[src/core/cfg_word_one_pkg.sv]
// constants for the second configuration word decoder
// assumes a single core_clk domain and an axi4-lite register bus
package cfg_word_one_pkg;

  // ==========================================================
  // register map (byte addresses)
  localparam logic [7:0] ADDR_CFG_WORD   = 8'h00;
  localparam logic [7:0] ADDR_WDT_CTRL   = 8'h04;
  localparam logic [7:0] ADDR_STATUS     = 8'h08;

  // ==========================================================
  // field positions of the configuration word
  localparam int WDT_FORCE_BIT   = 23;
  localparam int WDT_PS_LSB      = 16;
  localparam int WDT_PS_W        = 5;
  localparam int CKSM_LSB        = 14;
  localparam int PBDIV_LSB       = 12;
  localparam int OSCIO_BIT       = 10;
  localparam int POSCMOD_LSB     = 8;
  localparam int TWO_SPEED_STARTUP_CFG_BIT        = 7;
  localparam int SOSC_BIT        = 5;
  localparam int FNOSC_LSB       = 0;

  // reserved bits forced to one: 31..24, 22..21, 11, 6, 4, 3
  localparam logic [31:0] RSVD_ONES_MASK = 32'hFF60_0858;

  // postscale limit
  localparam logic [4:0] WDT_PS_MAX = 5'h14;

  // axi responses
  localparam logic [1:0] RESP_OKAY   = 2'h0;
  localparam logic [1:0] RESP_SLVERR = 2'h2;

endpackage : cfg_word_one_pkg

[src/core/wdt_ps_clamp.sv]
// clamps the watchdog postscale code and expands it to a one-hot divide ratio
// assumes the code is stable while sampled
`timescale 1ns/10ps
module wdt_ps_clamp (
  input  wire logic [4:0]  code_in,
  output logic      [4:0]  code_eff,
  output logic      [20:0] ratio_onehot
);
  always_comb begin
    code_eff = (code_in > cfg_word_one_pkg::WDT_PS_MAX) ? cfg_word_one_pkg::WDT_PS_MAX : code_in;
    ratio_onehot = 21'h0_0001 << code_eff;
  end
endmodule : wdt_ps_clamp

[src/core/config_word_one_decode.sv]
// decoder for the second configuration word, with an axi4-lite view
// assumes nv_word is stable from storage while rst_n is low and just after
//
// Overview of operation
// - a set force-enable bit keeps the watchdog running and software cannot stop it.
// - a clear force-enable bit leaves the watchdog off after reset but software may start it.
// - the five-bit postscale field selects a divide of two to the power of the code up to 1:1048576.
// - postscale codes above 10100 act as 10100.
// - a switch-monitor field with its upper bit set forbids clock switching and the fail-safe monitor.
// - switch-monitor field 01 allows clock switching with the fail-safe monitor off.
// - switch-monitor field 00 allows clock switching and turns the fail-safe monitor on.
//
// Chosen here: the placing of the registers and register access over AXI4-Lite.
`timescale 1ns/10ps
module config_word_one_decode (
  input  wire logic        core_clk,
  input  wire logic        rst_n,
  input  wire logic [31:0] nv_word,
  input  wire logic [7:0]  s_axi_awaddr,
  input  wire logic        s_axi_awvalid,
  output logic             s_axi_awready,
  input  wire logic [31:0] s_axi_wdata,
  input  wire logic [3:0]  s_axi_wstrb,
  input  wire logic        s_axi_wvalid,
  output logic             s_axi_wready,
  output logic      [1:0]  s_axi_bresp,
  output logic             s_axi_bvalid,
  input  wire logic        s_axi_bready,
  input  wire logic [7:0]  s_axi_araddr,
  input  wire logic        s_axi_arvalid,
  output logic             s_axi_arready,
  output logic      [31:0] s_axi_rdata,
  output logic      [1:0]  s_axi_rresp,
  output logic             s_axi_rvalid,
  input  wire logic        s_axi_rready,
  output logic             watchdog_run,
  output logic      [4:0]  watchdog_postscale_sel,
  output logic      [20:0] watchdog_ratio,
  output logic             clk_switch_allow,
  output logic             fail_safe_mon_en,
  output logic      [1:0]  peripheral_bus_divider_cfg,
  output logic             osc_pin_function_cfg,
  output logic      [1:0]  primary_osc_mode_cfg,
  output logic             two_speed_startup_cfg,
  output logic             secondary_osc_enable_cfg,
  output logic      [2:0]  initial_osc_select_cfg,
  output logic             osc_cfg_conflict
);

  // ==========================================================
  // state
  typedef struct packed {
    logic        loaded;
    logic [31:0] word;
    logic        sw_wdt_on;
    logic        wdt_run;
    logic [4:0]  ps;
    logic [20:0] ratio;
    logic        sw_ok;
    logic        fscm;
    logic        conflict;
    logic        aw_got;
    logic [7:0]  aw_addr;
    logic        w_got;
    logic [31:0] w_data;
    logic [3:0]  w_strb;
    logic        bvalid;
    logic [1:0]  bresp;
    logic        rvalid;
    logic [31:0] rdata;
    logic [1:0]  rresp;
    logic        aw_rdy;
    logic        w_rdy;
    logic        ar_rdy;
  } state_t;

  state_t st_q;
  state_t st_d;
  logic [4:0]  ps_eff;
  logic [20:0] ps_ratio;

  wdt_ps_clamp u_clamp (
    .code_in      (st_q.word[cfg_word_one_pkg::WDT_PS_LSB +: cfg_word_one_pkg::WDT_PS_W]),
    .code_eff     (ps_eff),
    .ratio_onehot (ps_ratio)
  );

  // ==========================================================
  // next state
  always_comb begin
    logic force_on;
    logic [1:0] cksm;
    logic do_wr;
    st_d     = st_q;
    force_on = st_q.word[cfg_word_one_pkg::WDT_FORCE_BIT];
    cksm     = st_q.word[cfg_word_one_pkg::CKSM_LSB +: 2];
    do_wr    = 1'b0;

    // capture the word in the first cycle after reset release
    if (!st_q.loaded) begin
      st_d.loaded = 1'b1;
      st_d.word   = nv_word | cfg_word_one_pkg::RSVD_ONES_MASK;
    end

    // axi write channel
    if (s_axi_awvalid && st_q.aw_rdy) begin
      st_d.aw_got  = 1'b1;
      st_d.aw_addr = s_axi_awaddr;
    end
    if (s_axi_wvalid && st_q.w_rdy) begin
      st_d.w_got  = 1'b1;
      st_d.w_data = s_axi_wdata;
      st_d.w_strb = s_axi_wstrb;
    end
    if (st_q.aw_got && st_q.w_got && !st_q.bvalid) begin
      do_wr        = 1'b1;
      st_d.aw_got  = 1'b0;
      st_d.w_got   = 1'b0;
      st_d.bvalid  = 1'b1;
      st_d.bresp   = (st_q.aw_addr == cfg_word_one_pkg::ADDR_WDT_CTRL ||
                      st_q.aw_addr == cfg_word_one_pkg::ADDR_CFG_WORD ||
                      st_q.aw_addr == cfg_word_one_pkg::ADDR_STATUS)
                     ? cfg_word_one_pkg::RESP_OKAY : cfg_word_one_pkg::RESP_SLVERR;
    end
    if (st_q.bvalid && s_axi_bready) begin
      st_d.bvalid = 1'b0;
    end
    if (do_wr && st_q.aw_addr == cfg_word_one_pkg::ADDR_WDT_CTRL && st_q.w_strb[0]) begin
      st_d.sw_wdt_on = st_q.w_data[0];
    end

    // axi read channel
    if (s_axi_arvalid && st_q.ar_rdy) begin
      st_d.rvalid = 1'b1;
      st_d.rresp  = cfg_word_one_pkg::RESP_OKAY;
      unique case (s_axi_araddr)
        cfg_word_one_pkg::ADDR_CFG_WORD: st_d.rdata = st_q.word;
        cfg_word_one_pkg::ADDR_WDT_CTRL: st_d.rdata = {31'h0, st_q.sw_wdt_on};
        cfg_word_one_pkg::ADDR_STATUS:   st_d.rdata = {26'h0, st_q.conflict, st_q.fscm, st_q.sw_ok,
                                                      st_q.wdt_run, force_on, st_q.loaded};
        default: begin
          st_d.rdata = 32'h0000_0000;
          st_d.rresp = cfg_word_one_pkg::RESP_SLVERR;
        end
      endcase
    end else if (st_q.rvalid && s_axi_rready) begin
      st_d.rvalid = 1'b0;
    end

    // registered ready flags: one write and one read in flight at a time
    // a channel reopens in the cycle after its response is taken
    st_d.aw_rdy = !st_d.aw_got && !st_d.bvalid;
    st_d.w_rdy  = !st_d.w_got && !st_d.bvalid;
    st_d.ar_rdy = !st_d.rvalid;

    // decode
    st_d.wdt_run  = st_q.loaded && (force_on || st_q.sw_wdt_on);
    st_d.ps       = ps_eff;
    st_d.ratio    = ps_ratio;
    st_d.sw_ok    = st_q.loaded && !cksm[1];
    st_d.fscm     = st_q.loaded && (cksm == 2'b00);
    // flags a word that disables the primary oscillator while it is the source
    st_d.conflict = st_q.loaded && (st_q.word[cfg_word_one_pkg::POSCMOD_LSB +: 2] == 2'b00) &&
                    (st_q.word[cfg_word_one_pkg::FNOSC_LSB +: 3] == 3'h2 ||
                     st_q.word[cfg_word_one_pkg::FNOSC_LSB +: 3] == 3'h3);
  end

  always_ff @(posedge core_clk or negedge rst_n) begin
    if (!rst_n) begin
      st_q <= '0;
    end else begin
      st_q <= st_d;
    end
  end

  // ==========================================================
  // outputs
  assign s_axi_awready              = st_q.aw_rdy;
  assign s_axi_wready               = st_q.w_rdy;
  assign s_axi_bresp                = st_q.bresp;
  assign s_axi_bvalid               = st_q.bvalid;
  assign s_axi_arready              = st_q.ar_rdy;
  assign s_axi_rdata                = st_q.rdata;
  assign s_axi_rresp                = st_q.rresp;
  assign s_axi_rvalid               = st_q.rvalid;
  assign watchdog_run               = st_q.wdt_run;
  assign watchdog_postscale_sel     = st_q.ps;
  assign watchdog_ratio             = st_q.ratio;
  assign clk_switch_allow           = st_q.sw_ok;
  assign fail_safe_mon_en           = st_q.fscm;
  assign peripheral_bus_divider_cfg = st_q.word[cfg_word_one_pkg::PBDIV_LSB +: 2];
  assign osc_pin_function_cfg       = st_q.word[cfg_word_one_pkg::OSCIO_BIT];
  assign primary_osc_mode_cfg       = st_q.word[cfg_word_one_pkg::POSCMOD_LSB +: 2];
  assign two_speed_startup_cfg      = st_q.word[cfg_word_one_pkg::TWO_SPEED_STARTUP_CFG_BIT];
  assign secondary_osc_enable_cfg   = st_q.word[cfg_word_one_pkg::SOSC_BIT];
  assign initial_osc_select_cfg     = st_q.word[cfg_word_one_pkg::FNOSC_LSB +: 3];
  assign osc_cfg_conflict           = st_q.conflict;

  // ==========================================================
  // checks on the decoded configuration
  wdt_forced_a: assert property (@(posedge core_clk) disable iff (!rst_n)
    $past(st_q.loaded) && st_q.word[cfg_word_one_pkg::WDT_FORCE_BIT] |=> watchdog_run)
    else $error("watchdog not running while forced");
  wdt_reset_off_a: assert property (@(posedge core_clk) disable iff (!rst_n)
    !st_q.loaded |=> !watchdog_run)
    else $error("watchdog on before capture");
  wdt_sw_on_a: assert property (@(posedge core_clk) disable iff (!rst_n)
    st_q.loaded && st_q.sw_wdt_on |=> watchdog_run)
    else $error("software enable ignored");
  wdt_idle_off_a: assert property (@(posedge core_clk) disable iff (!rst_n)
    st_q.loaded && !st_q.word[cfg_word_one_pkg::WDT_FORCE_BIT] && !st_q.sw_wdt_on |=> !watchdog_run)
    else $error("watchdog running without any enable");
  ps_ratio_a: assert property (@(posedge core_clk) disable iff (!rst_n)
    st_q.loaded |-> watchdog_ratio == (21'h0_0001 << watchdog_postscale_sel))
    else $error("ratio does not match code");
  ps_unity_a: assert property (@(posedge core_clk) disable iff (!rst_n)
    st_q.loaded && st_q.word[20:16] == 5'h00 |=> watchdog_ratio == 21'h0_0001)
    else $error("code zero not a divide by one");
  ps_top_a: assert property (@(posedge core_clk) disable iff (!rst_n)
    st_q.loaded && st_q.word[20:16] == 5'h14 |=> watchdog_ratio == 21'h10_0000)
    else $error("top code not the largest divide");
  ps_code_a: assert property (@(posedge core_clk) disable iff (!rst_n)
    st_q.loaded && st_q.word[20:16] <= cfg_word_one_pkg::WDT_PS_MAX |=>
      watchdog_postscale_sel == st_q.word[20:16])
    else $error("listed code not passed through");
  ps_clamp_a: assert property (@(posedge core_clk) disable iff (!rst_n)
    watchdog_postscale_sel <= 5'h14)
    else $error("postscale above limit");
  ps_over_a: assert property (@(posedge core_clk) disable iff (!rst_n)
    st_q.loaded && st_q.word[20:16] > cfg_word_one_pkg::WDT_PS_MAX |=>
      watchdog_postscale_sel == cfg_word_one_pkg::WDT_PS_MAX && watchdog_ratio == 21'h10_0000)
    else $error("large code not treated as top code");
  cksm_off_a: assert property (@(posedge core_clk) disable iff (!rst_n)
    $past(st_q.loaded) && st_q.word[15] |=> !clk_switch_allow && !fail_safe_mon_en)
    else $error("switching allowed with upper bit set");
  cksm_sw_a: assert property (@(posedge core_clk) disable iff (!rst_n)
    st_q.loaded && st_q.word[15:14] == 2'b01 |=> clk_switch_allow && !fail_safe_mon_en)
    else $error("code 01 decoded wrong");
  cksm_fscm_a: assert property (@(posedge core_clk) disable iff (!rst_n)
    st_q.loaded && st_q.word[15:14] == 2'b00 |=> clk_switch_allow && fail_safe_mon_en)
    else $error("code 00 decoded wrong");
  fscm_sw_a: assert property (@(posedge core_clk) disable iff (!rst_n)
    fail_safe_mon_en |-> clk_switch_allow)
    else $error("monitor on without switching");
  conflict_set_a: assert property (@(posedge core_clk) disable iff (!rst_n)
    st_q.loaded && st_q.word[9:8] == 2'b00 && st_q.word[2:1] == 2'b01 |=> osc_cfg_conflict)
    else $error("disabled primary source not flagged");
  conflict_clr_a: assert property (@(posedge core_clk) disable iff (!rst_n)
    st_q.loaded && st_q.word[9:8] != 2'b00 |=> !osc_cfg_conflict)
    else $error("conflict flagged with primary enabled");
  rsvd_ones_a: assert property (@(posedge core_clk) disable iff (!rst_n)
    st_q.loaded |-> (st_q.word & 32'hFF60_0858) == 32'hFF60_0858)
    else $error("reserved bits not ones");
  rd_cfg_a: assert property (@(posedge core_clk) disable iff (!rst_n)
    s_axi_arvalid && s_axi_arready && s_axi_araddr == cfg_word_one_pkg::ADDR_CFG_WORD |=>
      s_axi_rvalid && s_axi_rdata == st_q.word)
    else $error("word read back wrong");
  word_hold_a: assert property (@(posedge core_clk) disable iff (!rst_n)
    st_q.loaded |=> $stable(st_q.word))
    else $error("word changed after capture");
  fields_hold_a: assert property (@(posedge core_clk) disable iff (!rst_n)
    st_q.loaded |=> $stable(primary_osc_mode_cfg) && $stable(initial_osc_select_cfg) &&
      $stable(peripheral_bus_divider_cfg) && $stable(two_speed_startup_cfg))
    else $error("fields changed after capture");
  rst_outputs_a: assert property (@(posedge core_clk) disable iff (!rst_n)
    !st_q.loaded |-> !watchdog_run && !clk_switch_allow && !fail_safe_mon_en && !osc_cfg_conflict)
    else $error("decoded outputs active before capture");

  // ==========================================================
  // checks on the register bus
  aw_hold_a: assert property (@(posedge core_clk) disable iff (!rst_n)
    s_axi_awready && !s_axi_awvalid |=> s_axi_awready)
    else $error("write address ready dropped while idle");
  w_hold_a: assert property (@(posedge core_clk) disable iff (!rst_n)
    s_axi_wready && !s_axi_wvalid |=> s_axi_wready)
    else $error("write data ready dropped while idle");
  ar_hold_a: assert property (@(posedge core_clk) disable iff (!rst_n)
    s_axi_arready && !s_axi_arvalid |=> s_axi_arready)
    else $error("read address ready dropped while idle");
  b_done_a: assert property (@(posedge core_clk) disable iff (!rst_n)
    s_axi_bvalid && s_axi_bready |=> !s_axi_bvalid)
    else $error("write response repeated");
  r_done_a: assert property (@(posedge core_clk) disable iff (!rst_n)
    s_axi_rvalid && s_axi_rready |=> !s_axi_rvalid)
    else $error("read data repeated");
  one_write_a: assert property (@(posedge core_clk) disable iff (!rst_n)
    s_axi_bvalid |-> !s_axi_awready && !s_axi_wready)
    else $error("new write taken during response");
  one_read_a: assert property (@(posedge core_clk) disable iff (!rst_n)
    s_axi_rvalid |-> !s_axi_arready)
    else $error("new read taken during response");
  rd_bad_a: assert property (@(posedge core_clk) disable iff (!rst_n)
    s_axi_arvalid && s_axi_arready && s_axi_araddr != cfg_word_one_pkg::ADDR_CFG_WORD &&
      s_axi_araddr != cfg_word_one_pkg::ADDR_WDT_CTRL && s_axi_araddr != cfg_word_one_pkg::ADDR_STATUS |=>
      s_axi_rresp == cfg_word_one_pkg::RESP_SLVERR && s_axi_rdata == 32'h0000_0000)
    else $error("unmapped read not refused");
  rd_status_a: assert property (@(posedge core_clk) disable iff (!rst_n)
    s_axi_arvalid && s_axi_arready && s_axi_araddr == cfg_word_one_pkg::ADDR_STATUS |=>
      s_axi_rdata[0] && s_axi_rdata[1] == st_q.word[cfg_word_one_pkg::WDT_FORCE_BIT])
    else $error("status read wrong");
  rd_ctrl_a: assert property (@(posedge core_clk) disable iff (!rst_n)
    s_axi_arvalid && s_axi_arready && s_axi_araddr == cfg_word_one_pkg::ADDR_WDT_CTRL |=>
      s_axi_rdata == {31'h0000_0000, $past(st_q.sw_wdt_on)})
    else $error("control read wrong");

endmodule : config_word_one_decode

[config.mk]
export PLATFORM = sky130hd
export DESIGN_NAME = config_word_one_decode
export DESIGN_NICKNAME = d
export VERILOG_FILES = /design/src/core/cfg_word_one_pkg.sv /design/src/core/wdt_ps_clamp.sv /design/src/core/config_word_one_decode.sv
export SDC_FILE = /design/constraint.sdc
export NUM_CORES = 1
export LEC_CHECK = 0
export ABC_AREA = 1
export ABC_CLOCK_PERIOD_IN_PS = 1900
export BUFFER_PORTS_ARGS = -buffer_cell sky130_fd_sc_hd__buf_4
export CAP_MARGIN = 40
export CORE_ASPECT_RATIO = 2
export CORE_UTILIZATION = 51
export DETAILED_ROUTE_END_ITERATION = 16
export PLACE_DENSITY_LB_ADDON = 0.1
export REMOVE_ABC_BUFFERS = 1
export SLEW_MARGIN = 20
export SYNTH_ARGS = -nofsm -noshare
export SYNTH_HDL_FRONTEND = slang
export SYNTH_SLANG_ARGS = --single-unit
[constraint.sdc]
create_clock -name core_clk -period 1.9 [get_ports core_clk]
set_clock_uncertainty 0.05 [all_clocks]
set_input_delay 0.57 -clock core_clk [delete_from_list [all_inputs] [get_ports core_clk]]
set_output_delay 0.57 -clock core_clk [all_outputs]
set_load 0.05 [all_outputs]
Word-level counts from Yosys, hierarchy flattened
Cells that the tools add are included.
{"block": "totals", "register_bits": 144, "inputBits": 91, "out_inout_bits": 81, "word_cells": 74}
{"block": "classes", "order_cmp": 1, "n_eq_ne": 6, "n_shift": 1, "mux": 13, "reduce_logical": 31}
{"cell": "32-bit one-hot mux with 3 select lines", "count": 1}
{"cell": "37-bit two-way mux", "count": 1}
{"cell": "1-bit by 5-bit << shifter with 21-bit output, first input constant", "count": 1}
{"cell": "8-bit by 3-bit equality test with 1-bit output, second input constant", "count": 2}
{"cell": "8-bit by 4-bit equality test with 1-bit output, second input constant", "count": 2}
{"cell": "1-bit logical AND", "count": 16}
{"cell": "8-bit logical NOT", "count": 2}
{"cell": "9-bit two-way mux", "count": 1}
{"cell": "3-bit by 2-bit equality test with 1-bit output, second input constant", "count": 2}
{"cell": "1-bit logical NOT", "count": 6}
{"cell": "1-bit two-way mux", "count": 6}
{"cell": "5-bit > comparator, second input constant", "count": 1}
{"cell": "5-bit two-way mux", "count": 1}
{"cell": "2-bit logical NOT", "count": 2}
{"cell": "1-bit logical OR", "count": 4}
{"cell": "2-bit two-way mux", "count": 2}
{"cell": "3-bit two-way mux", "count": 1}
{"cell": "3-bit OR reduction", "count": 1}

Logic depth before layout (Yosys ltp)
Gate-level depths: netlist (run 1).
{"block": "logic_depth", "depth_word": 8, "depth_mapped": 7, "ltp_nobuf": 7}

Cells and area by module
A second synthesis (run 1) with hierarchy kept.
{"block": "unflattened", "hier_cells": 448, "hier_area_um2": 4050.1}
{"module": "config_word_one_decode", "instances": 1, "cells_per_inst": 394, "area_per_inst_um2": 3772.4, "seq_area_each_um2": 2277.2}
{"module": "wdt_ps_clamp", "instances": 1, "cells_per_inst": 54, "area_per_inst_um2": 277.8, "seq_area_each_um2": 0.0}

Worst setup path before layout (run 1)
No wires, ideal clock.
{"block": "synth_timing", "kind": "reg2reg", "startpoint": "register st_q, in the netlist s_axi_arready", "endpoint": "register st_q, in the netlist s_axi_rdata[18]", "setup_ns": 0.066, "arrival_time_ns": 1.359, "t_required_ns": 1.784, "slack_ns": 0.425, "stages_incl_launch_ff": 6, "path_buffers": 1, "synth_period_minus_slack_ns": 1.475, "path_cell_list": "dfrtp_1 -> nand2_1 -> inv_1 -> clkbuf_1 -> nand3_1 -> nand2_1"}
{"block": "synth_via", "elab_chain_cells": 1}
{"element": "start, declared", "line": "config_word_one_decode.sv:77", "rtl": "state_t st_q;"}
{"element": "start signal, assigned", "line": "config_word_one_decode.sv:172", "rtl": "st_q <= st_d;"}
{"element": "1-bit logical AND", "line": "config_word_one_decode.sv:133", "rtl": "if (s_axi_arvalid && st_q.ar_rdy) begin"}
Every way passes these cells.
A chain may end at the register's enable or synchronous reset.

==> impl_metrics.ini, run 1 <==
[power]
net-switching-power_mw = 1.68
p_comb_share_pct = 21.9
power.internal_mw = 3.69
sw_frac_of_total_pct = 31.2
power_per_cell_area_mw_per_mm2 = 1120
vdd_drop_max_v = 0.000810
p_clk_share_pct = 34.3
seqPwrFrac_pct = 43.8
leakage_nw = 2.70

[clock_network]
cts_hold_buf = 0
cts_setup_buffers = 0
cts_tree = yes
cts_root_buf = clkbuf_16
clkSinkCount = 91
cts.repair.resized = 0
clk_pin_slew_ns = 0.06
cts_buffer_depth = 2
ctsHtreeMaxLevel = 3
cts_buffers = 9
clk-insertion-delay-late_ns = 0.33

[timing]
worstMarginPinSlew_ns = 0.709
setup_total_negative_slack_ns = 0
drv_slew = 0
rsz0062_at_grt = no
whs_ns = 0.207
fin_crit_sh_pct = 94.7
relSlewSlack_pct = 52.7
hold_violations = 0
max_freq_mhz = 556
setup_viol = 0
finalCriticalPeriod_ns = 1.80

[yosys]
synth_seq_area_share_pct = 57.3
syn-instance-count = 439
syn_avg_cell_area_um2 = 9.05
yosysUniqueCellTypes = 23
ys_warn_count = 0
syn_area_mm2 = 0.00397
synth.ff_latch_count = 91

[detailed_routing]
dr_total_vias = 2848
drtPass1Iterations = 4
wl_um = 7820
drt_iter0_markers = 172
drc = 0
wl_per_cell_um = 13.1
ant_nets = 0
avgViaCountPerCell = 4.78

[final_layout]
stdcell_count = 596
drive_above_1_share_pct = 29.3
final_core_util_pct = 63.5
final_cell_mix = 136 x nand2_1, 124 x buf_4, 91 x dfrtp_1
stdcell_area_mm2 = 0.00479
antennaDiodeCount = 0
fin_nets = 588
layout_commonest_cell = nand2_1
syn_to_final_growth_pct = 20.6
final.fill_count = 678

[worst_setup_path]
cp.buffers_inverters = 1
cp_data_arrival_time_ns = 1.18
cp_slowest_cell = dfrtp_1
worstSetupPathType = register to output pin
required_ns = 1.28
max_stage_delay_ns = 0.57
path_cells = buf_4
crit_path_max_fanout = 13
critPathLaunchType = register
end_kind = output pin
critPathTopFamily = flip-flops

[global_route]
grt_pass1_vias = 2823
grt_max_degree = 92
antenna_found_initial = 0
grt_pass1_wl_um = 13000
grt-ovfl-total = 0
track_usage_pct = 21.1

[floorplanning]
initial_core_util_pct = 52.6
coreArea_mm2 = 0.00754
rows = 45
die_w_um = 64.4
io_pins = 172
die-area_mm2 = 0.00816
die_h_um = 127

[place]
io_buffers = 121
dp.cells = 580
place_area_mm2 = 0.00448
gp_congestion = 0.811
hpwl_um = 5640

[worst_hold_path]
hp-class = input port to async pin

[run_status]
status = finished clean

[run]
maxCapViolCount = 0
-- stage by stage --
| step | power [mW] | setup slack (ns) |
|---|---|---|
| 6_report | 5.37 | 0.100 |
| 5_1_grt | 5.66 | 0.0424 |
| 4_1_cts | 5.43 | 0.0827 |
| 3_5_place_dp | 3.58 | 0.141 |
| 3_3_place_gp | 3.56 | 0.161 |
| 2_1_floorplan | 3.12 | -2.59 |
-- state kept, by name, summed over array words and instances (netlist names), 2 cells and up --
| signal | count |
|---|---|
| primary_osc_mode_cfg | 2 |
| peripheral_bus_divider_cfg | 2 |
| s_axi_rdata | 21 |
| watchdog_ratio | 21 |
| st_q | 23 |
| watchdog_postscale_sel | 5 |
| initial_osc_select_cfg | 3 |
-- cell type report --
class / instances / area [µm²] / area share [%]
clock buffer: 11 / 233 / 4.86
clock inverter: 5 / 77.6 / 1.62
inverter: 34 / 128 / 2.66
multi-input combinational: 236 / 1010 / 21.0
sequential: 91 / 2280 / 47.5
tap: 94 / 118 / 2.46
timing repair buffer: 125 / 951 / 19.9
-- cells by family (layout without fill, tap and decap cells) --
logic type	Yosys count	after routing	synth area share (%)
buf+inv	113	175	17.4
compound gates	24	24	3.40
simple gates	209	209	21.6
other cells	2	3	0.189
flops	91	91	57.3
-- power by group through the flow --
stage	combinational, mW	clock, mW	sequential [mW]
floorplan	0.381	0	2.74
global placement	1.18	0	2.38
CTS	1.20	1.88	2.35
finish	1.18	1.84	2.35
detailed placement	1.20	0	2.39
global route	1.30	1.97	2.38
-- metal layers --
| layer | vias to the layer above | wire, µm | part of all wire, % | global-route usage (%) |
|---|---|---|---|---|
| met5 | - | 0 | 0 | 0 |
| met4 | 0 | 134 | 1.7 | 7.84 |
| met3 | 11 | 408 | 5.2 | 4.77 |
| met2 | 87 | 4480 | 57 | 39.5 |
| met1 | 1353 | 2800 | 36 | 22.1 |
| li1 | 1397 | - | - | - |
-- synth_stat cells --
master,n,share of area [%]
nand2_1,136,13
nor2_1,36,3.4
a31oi_1,1,0.16
buf_4,69,13
a21oi_4,1,0.41
nor3_1,1,0.13
inv_1,31,2.9
clkbuf_1,8,0.76
nand3_1,25,3.2
inv_2,3,0.28
or2_2,1,0.16
o21ai_1,1,0.13
buf_6,1,0.28
a211oi_1,1,0.19
a21oi_1,4,0.50
nand4_1,6,0.95
conb_1,2,0.19
o21ai_0,16,2.0
nor4_1,1,0.16
nor2_4,2,0.57
dfrtp_1,91,57
nand2_4,1,0.28
buf_2,1,0.13
-- worst register-to-register path, delay by kind of cell (launching register included) --
kind             cells  cell delay (ns)
AND/OR/NAND/NOR      5             0.84
flip-flops           1             0.45
-- worst paths after layout --
check | depth (start not counted) | start | slack, ns | end
setup / recovery | 1 | s_axi_rdata[30] | 0.10 | s_axi_rdata[25]
hold / removal | 2 | rst_n | 0.21 | watchdog_ratio[14]
setup reg to reg | 5 | st_q[134] | 0.50 | watchdog_ratio[11]
hold reg to reg | 1 | st_q[132] | 0.41 | fail_safe_mon_en
max in group asynchronous | 2 | rst_n | 1.21 | watchdog_ratio[0]
min in group core_clk | 3 | s_axi_awaddr[7] | 0.38 | st_q[85]
No activity file was read; power rests on OpenSTA's default activity.
==> run 2, diff against run 1 <==
--- a/config.mk
+++ b/config.mk
@@ -9,8 +9,11 @@
 export ABC_CLOCK_PERIOD_IN_PS = 1900
 export BUFFER_PORTS_ARGS = -buffer_cell sky130_fd_sc_hd__buf_4
 export CAP_MARGIN = 40
+export CELL_PAD_IN_SITES_DETAIL_PLACEMENT = 1
+export CELL_PAD_IN_SITES_GLOBAL_PLACEMENT = 2
 export CORE_ASPECT_RATIO = 2
-export CORE_UTILIZATION = 51
+export CORE_MARGIN = 5
+export CORE_UTILIZATION = 29
 export DETAILED_ROUTE_END_ITERATION = 16
 export PLACE_DENSITY_LB_ADDON = 0.1
 export REMOVE_ABC_BUFFERS = 1
==> impl_metrics.ini, run 2 (synthesized netlist as in run 1, its figures left out) <==
[floorplanning]
coreArea_mm2 = 0.0134
die_h_um = 175
die_w_um = 92.7
rows = 60
initial_core_util_pct = 29.6
io_pins = 172
die-area_mm2 = 0.0163

[clock_network]
cts_buffer_depth = 2
clk_pin_slew_ns = 0.06
cts_root_buf = clkbuf_16
clkSinkCount = 91
cts_tree = yes
cts_hold_buf = 0
cts.repair.resized = 0
clk-insertion-delay-late_ns = 0.33
ctsHtreeMaxLevel = 3
cts_buffers = 9
cts_setup_buffers = 0

[global_route]
grt_pass1_wl_um = 17100
grt_pass1_vias = 3268
grt_max_degree = 36
grt-ovfl-total = 0
track_usage_pct = 13.5
antenna_found_initial = 0

[worst_setup_path]
max_stage_delay_ns = 0.54
crit_path_start = s_axi_rdata[30]
cp_data_arrival_time_ns = 1.15
cp_slowest_cell = dfrtp_1
crit_path_max_fanout = 13
critPathTopFamily = flip-flops
r2r-end = watchdog_ratio[1]
r2r_start = st_q[134]
r2r_slack_ns = 0.51
cp.buffers_inverters = 1
end_kind = output pin
path_cells = buf_4
r2r_cells = 5
required_ns = 1.28
critPathLaunchType = register
worstSetupPathType = register to output pin

[timing]
max_freq_mhz = 567
rsz0062_at_grt = no
relSlewSlack_pct = 48.4
fin_crit_sh_pct = 92.9
worstMarginPinSlew_ns = 0.773
setup_viol = 0
drv_slew = 0
finalCriticalPeriod_ns = 1.77
hold_violations = 0

[final_layout]
syn_to_final_growth_pct = 24.5
stdcell_area_mm2 = 0.00494
final_cell_mix = 136 x nand2_1, 128 x buf_4, 91 x dfrtp_1
multi_input_area_mm2 = 0.00101
stdcell_count = 661
final.fill_count = 1592
top_register = st_q
layout_commonest_cell = nand2_1
largest_reg_flops = 23
fin_nets = 593
seqCellArea_mm2 = 0.00228
drive_above_1_share_pct = 30.2
antennaDiodeCount = 0

[run_status]
status = finished clean

[detailed_routing]
drc = 0
wl_um = 10400
avgViaCountPerCell = 4.44
drt_iter0_markers = 62
wl_per_cell_um = 15.7
dr_total_vias = 2936
drtPass1Iterations = 4
ant_nets = 0

[run]
maxCapViolCount = 0

[power]
vdd_drop_max_v = 0.000484
power_per_cell_area_mw_per_mm2 = 1130
leakage_nw = 2.75

[place]
io_buffers = 121
gp_congestion = 0.702
place_area_mm2 = 0.00461
dp.cells = 646
hpwl_um = 7960

[worst_hold_path]
hp-class = input port to async pin
## run 2: cell count changes in the layout (fill, tap and decap cells not counted), sizes merged
cell,delta
buf,+5
clkbuf,-2
inv,+2
bufinv,+1
clkinv,-1
clkinvlp,-1
## run 2: layer usage
metal  global-route usage, %  vias up  wire length [µm]
met3                    3.64       11               590
met5                       0        -                 0
li1                        -     1408                 -
met2                    25.5       78              5920
met4                    4.40        0               153
met1                    14.3     1439              3700
## run 2: metrics by stage
stage | power, mW | hold slack (ns) | setup TNS, ns | util [%] | setup WS (ns)
4_1_cts | 5.71 | 0.114 | 0 | 36.8 | 0.0948
6_report | 5.58 | 0.107 | 0 | 36.8 | 0.135
3_3_place_gp | 3.60 | 0.402 | 0 | 34.3 | 0.188
5_1_grt | 5.94 | 0.131 | 0 | 36.8 | 0.0267
2_1_floorplan | 3.12 | 0.224 | -33.51 | - | -2.59
3_5_place_dp | 3.63 | 0.405 | 0 | 34.3 | 0.159
## run 2: how the worst max path moves through the flow
stage / slack [ns] / cells after the start / endpoint
after floorplan: -2.59 / 0 / s_axi_rdata[11]
after global placement: 0.19 / 7 / s_axi_rdata[20]
after detailed placement: 0.16 / 7 / s_axi_rdata[12]
after CTS: 0.09 / 1 / s_axi_rdata[30]
after global routing: 0.03 / 1 / s_axi_rdata[22]
final: 0.13 / 1 / s_axi_rdata[26]
## run 2: cell type report
class | instances | share of cell area (%)
timing repair buffer | 130 | 20.2
multi-input combinational | 236 | 20.3
sequential | 91 | 46.1
clock buffer | 9 | 4.56
inverter | 34 | 2.58
clock inverter | 6 | 2.28
tap | 155 | 3.92
## run 2: power breakdown
group	leakage (nW)	internal, mW	total (mW)	switching, mW
Clock	0.166	1.28	2.02	0.736
Combinational	1.41	0.356	1.21	0.852
Sequential	1.18	2.20	2.35	0.157
Total	2.75	3.84	5.58	1.74
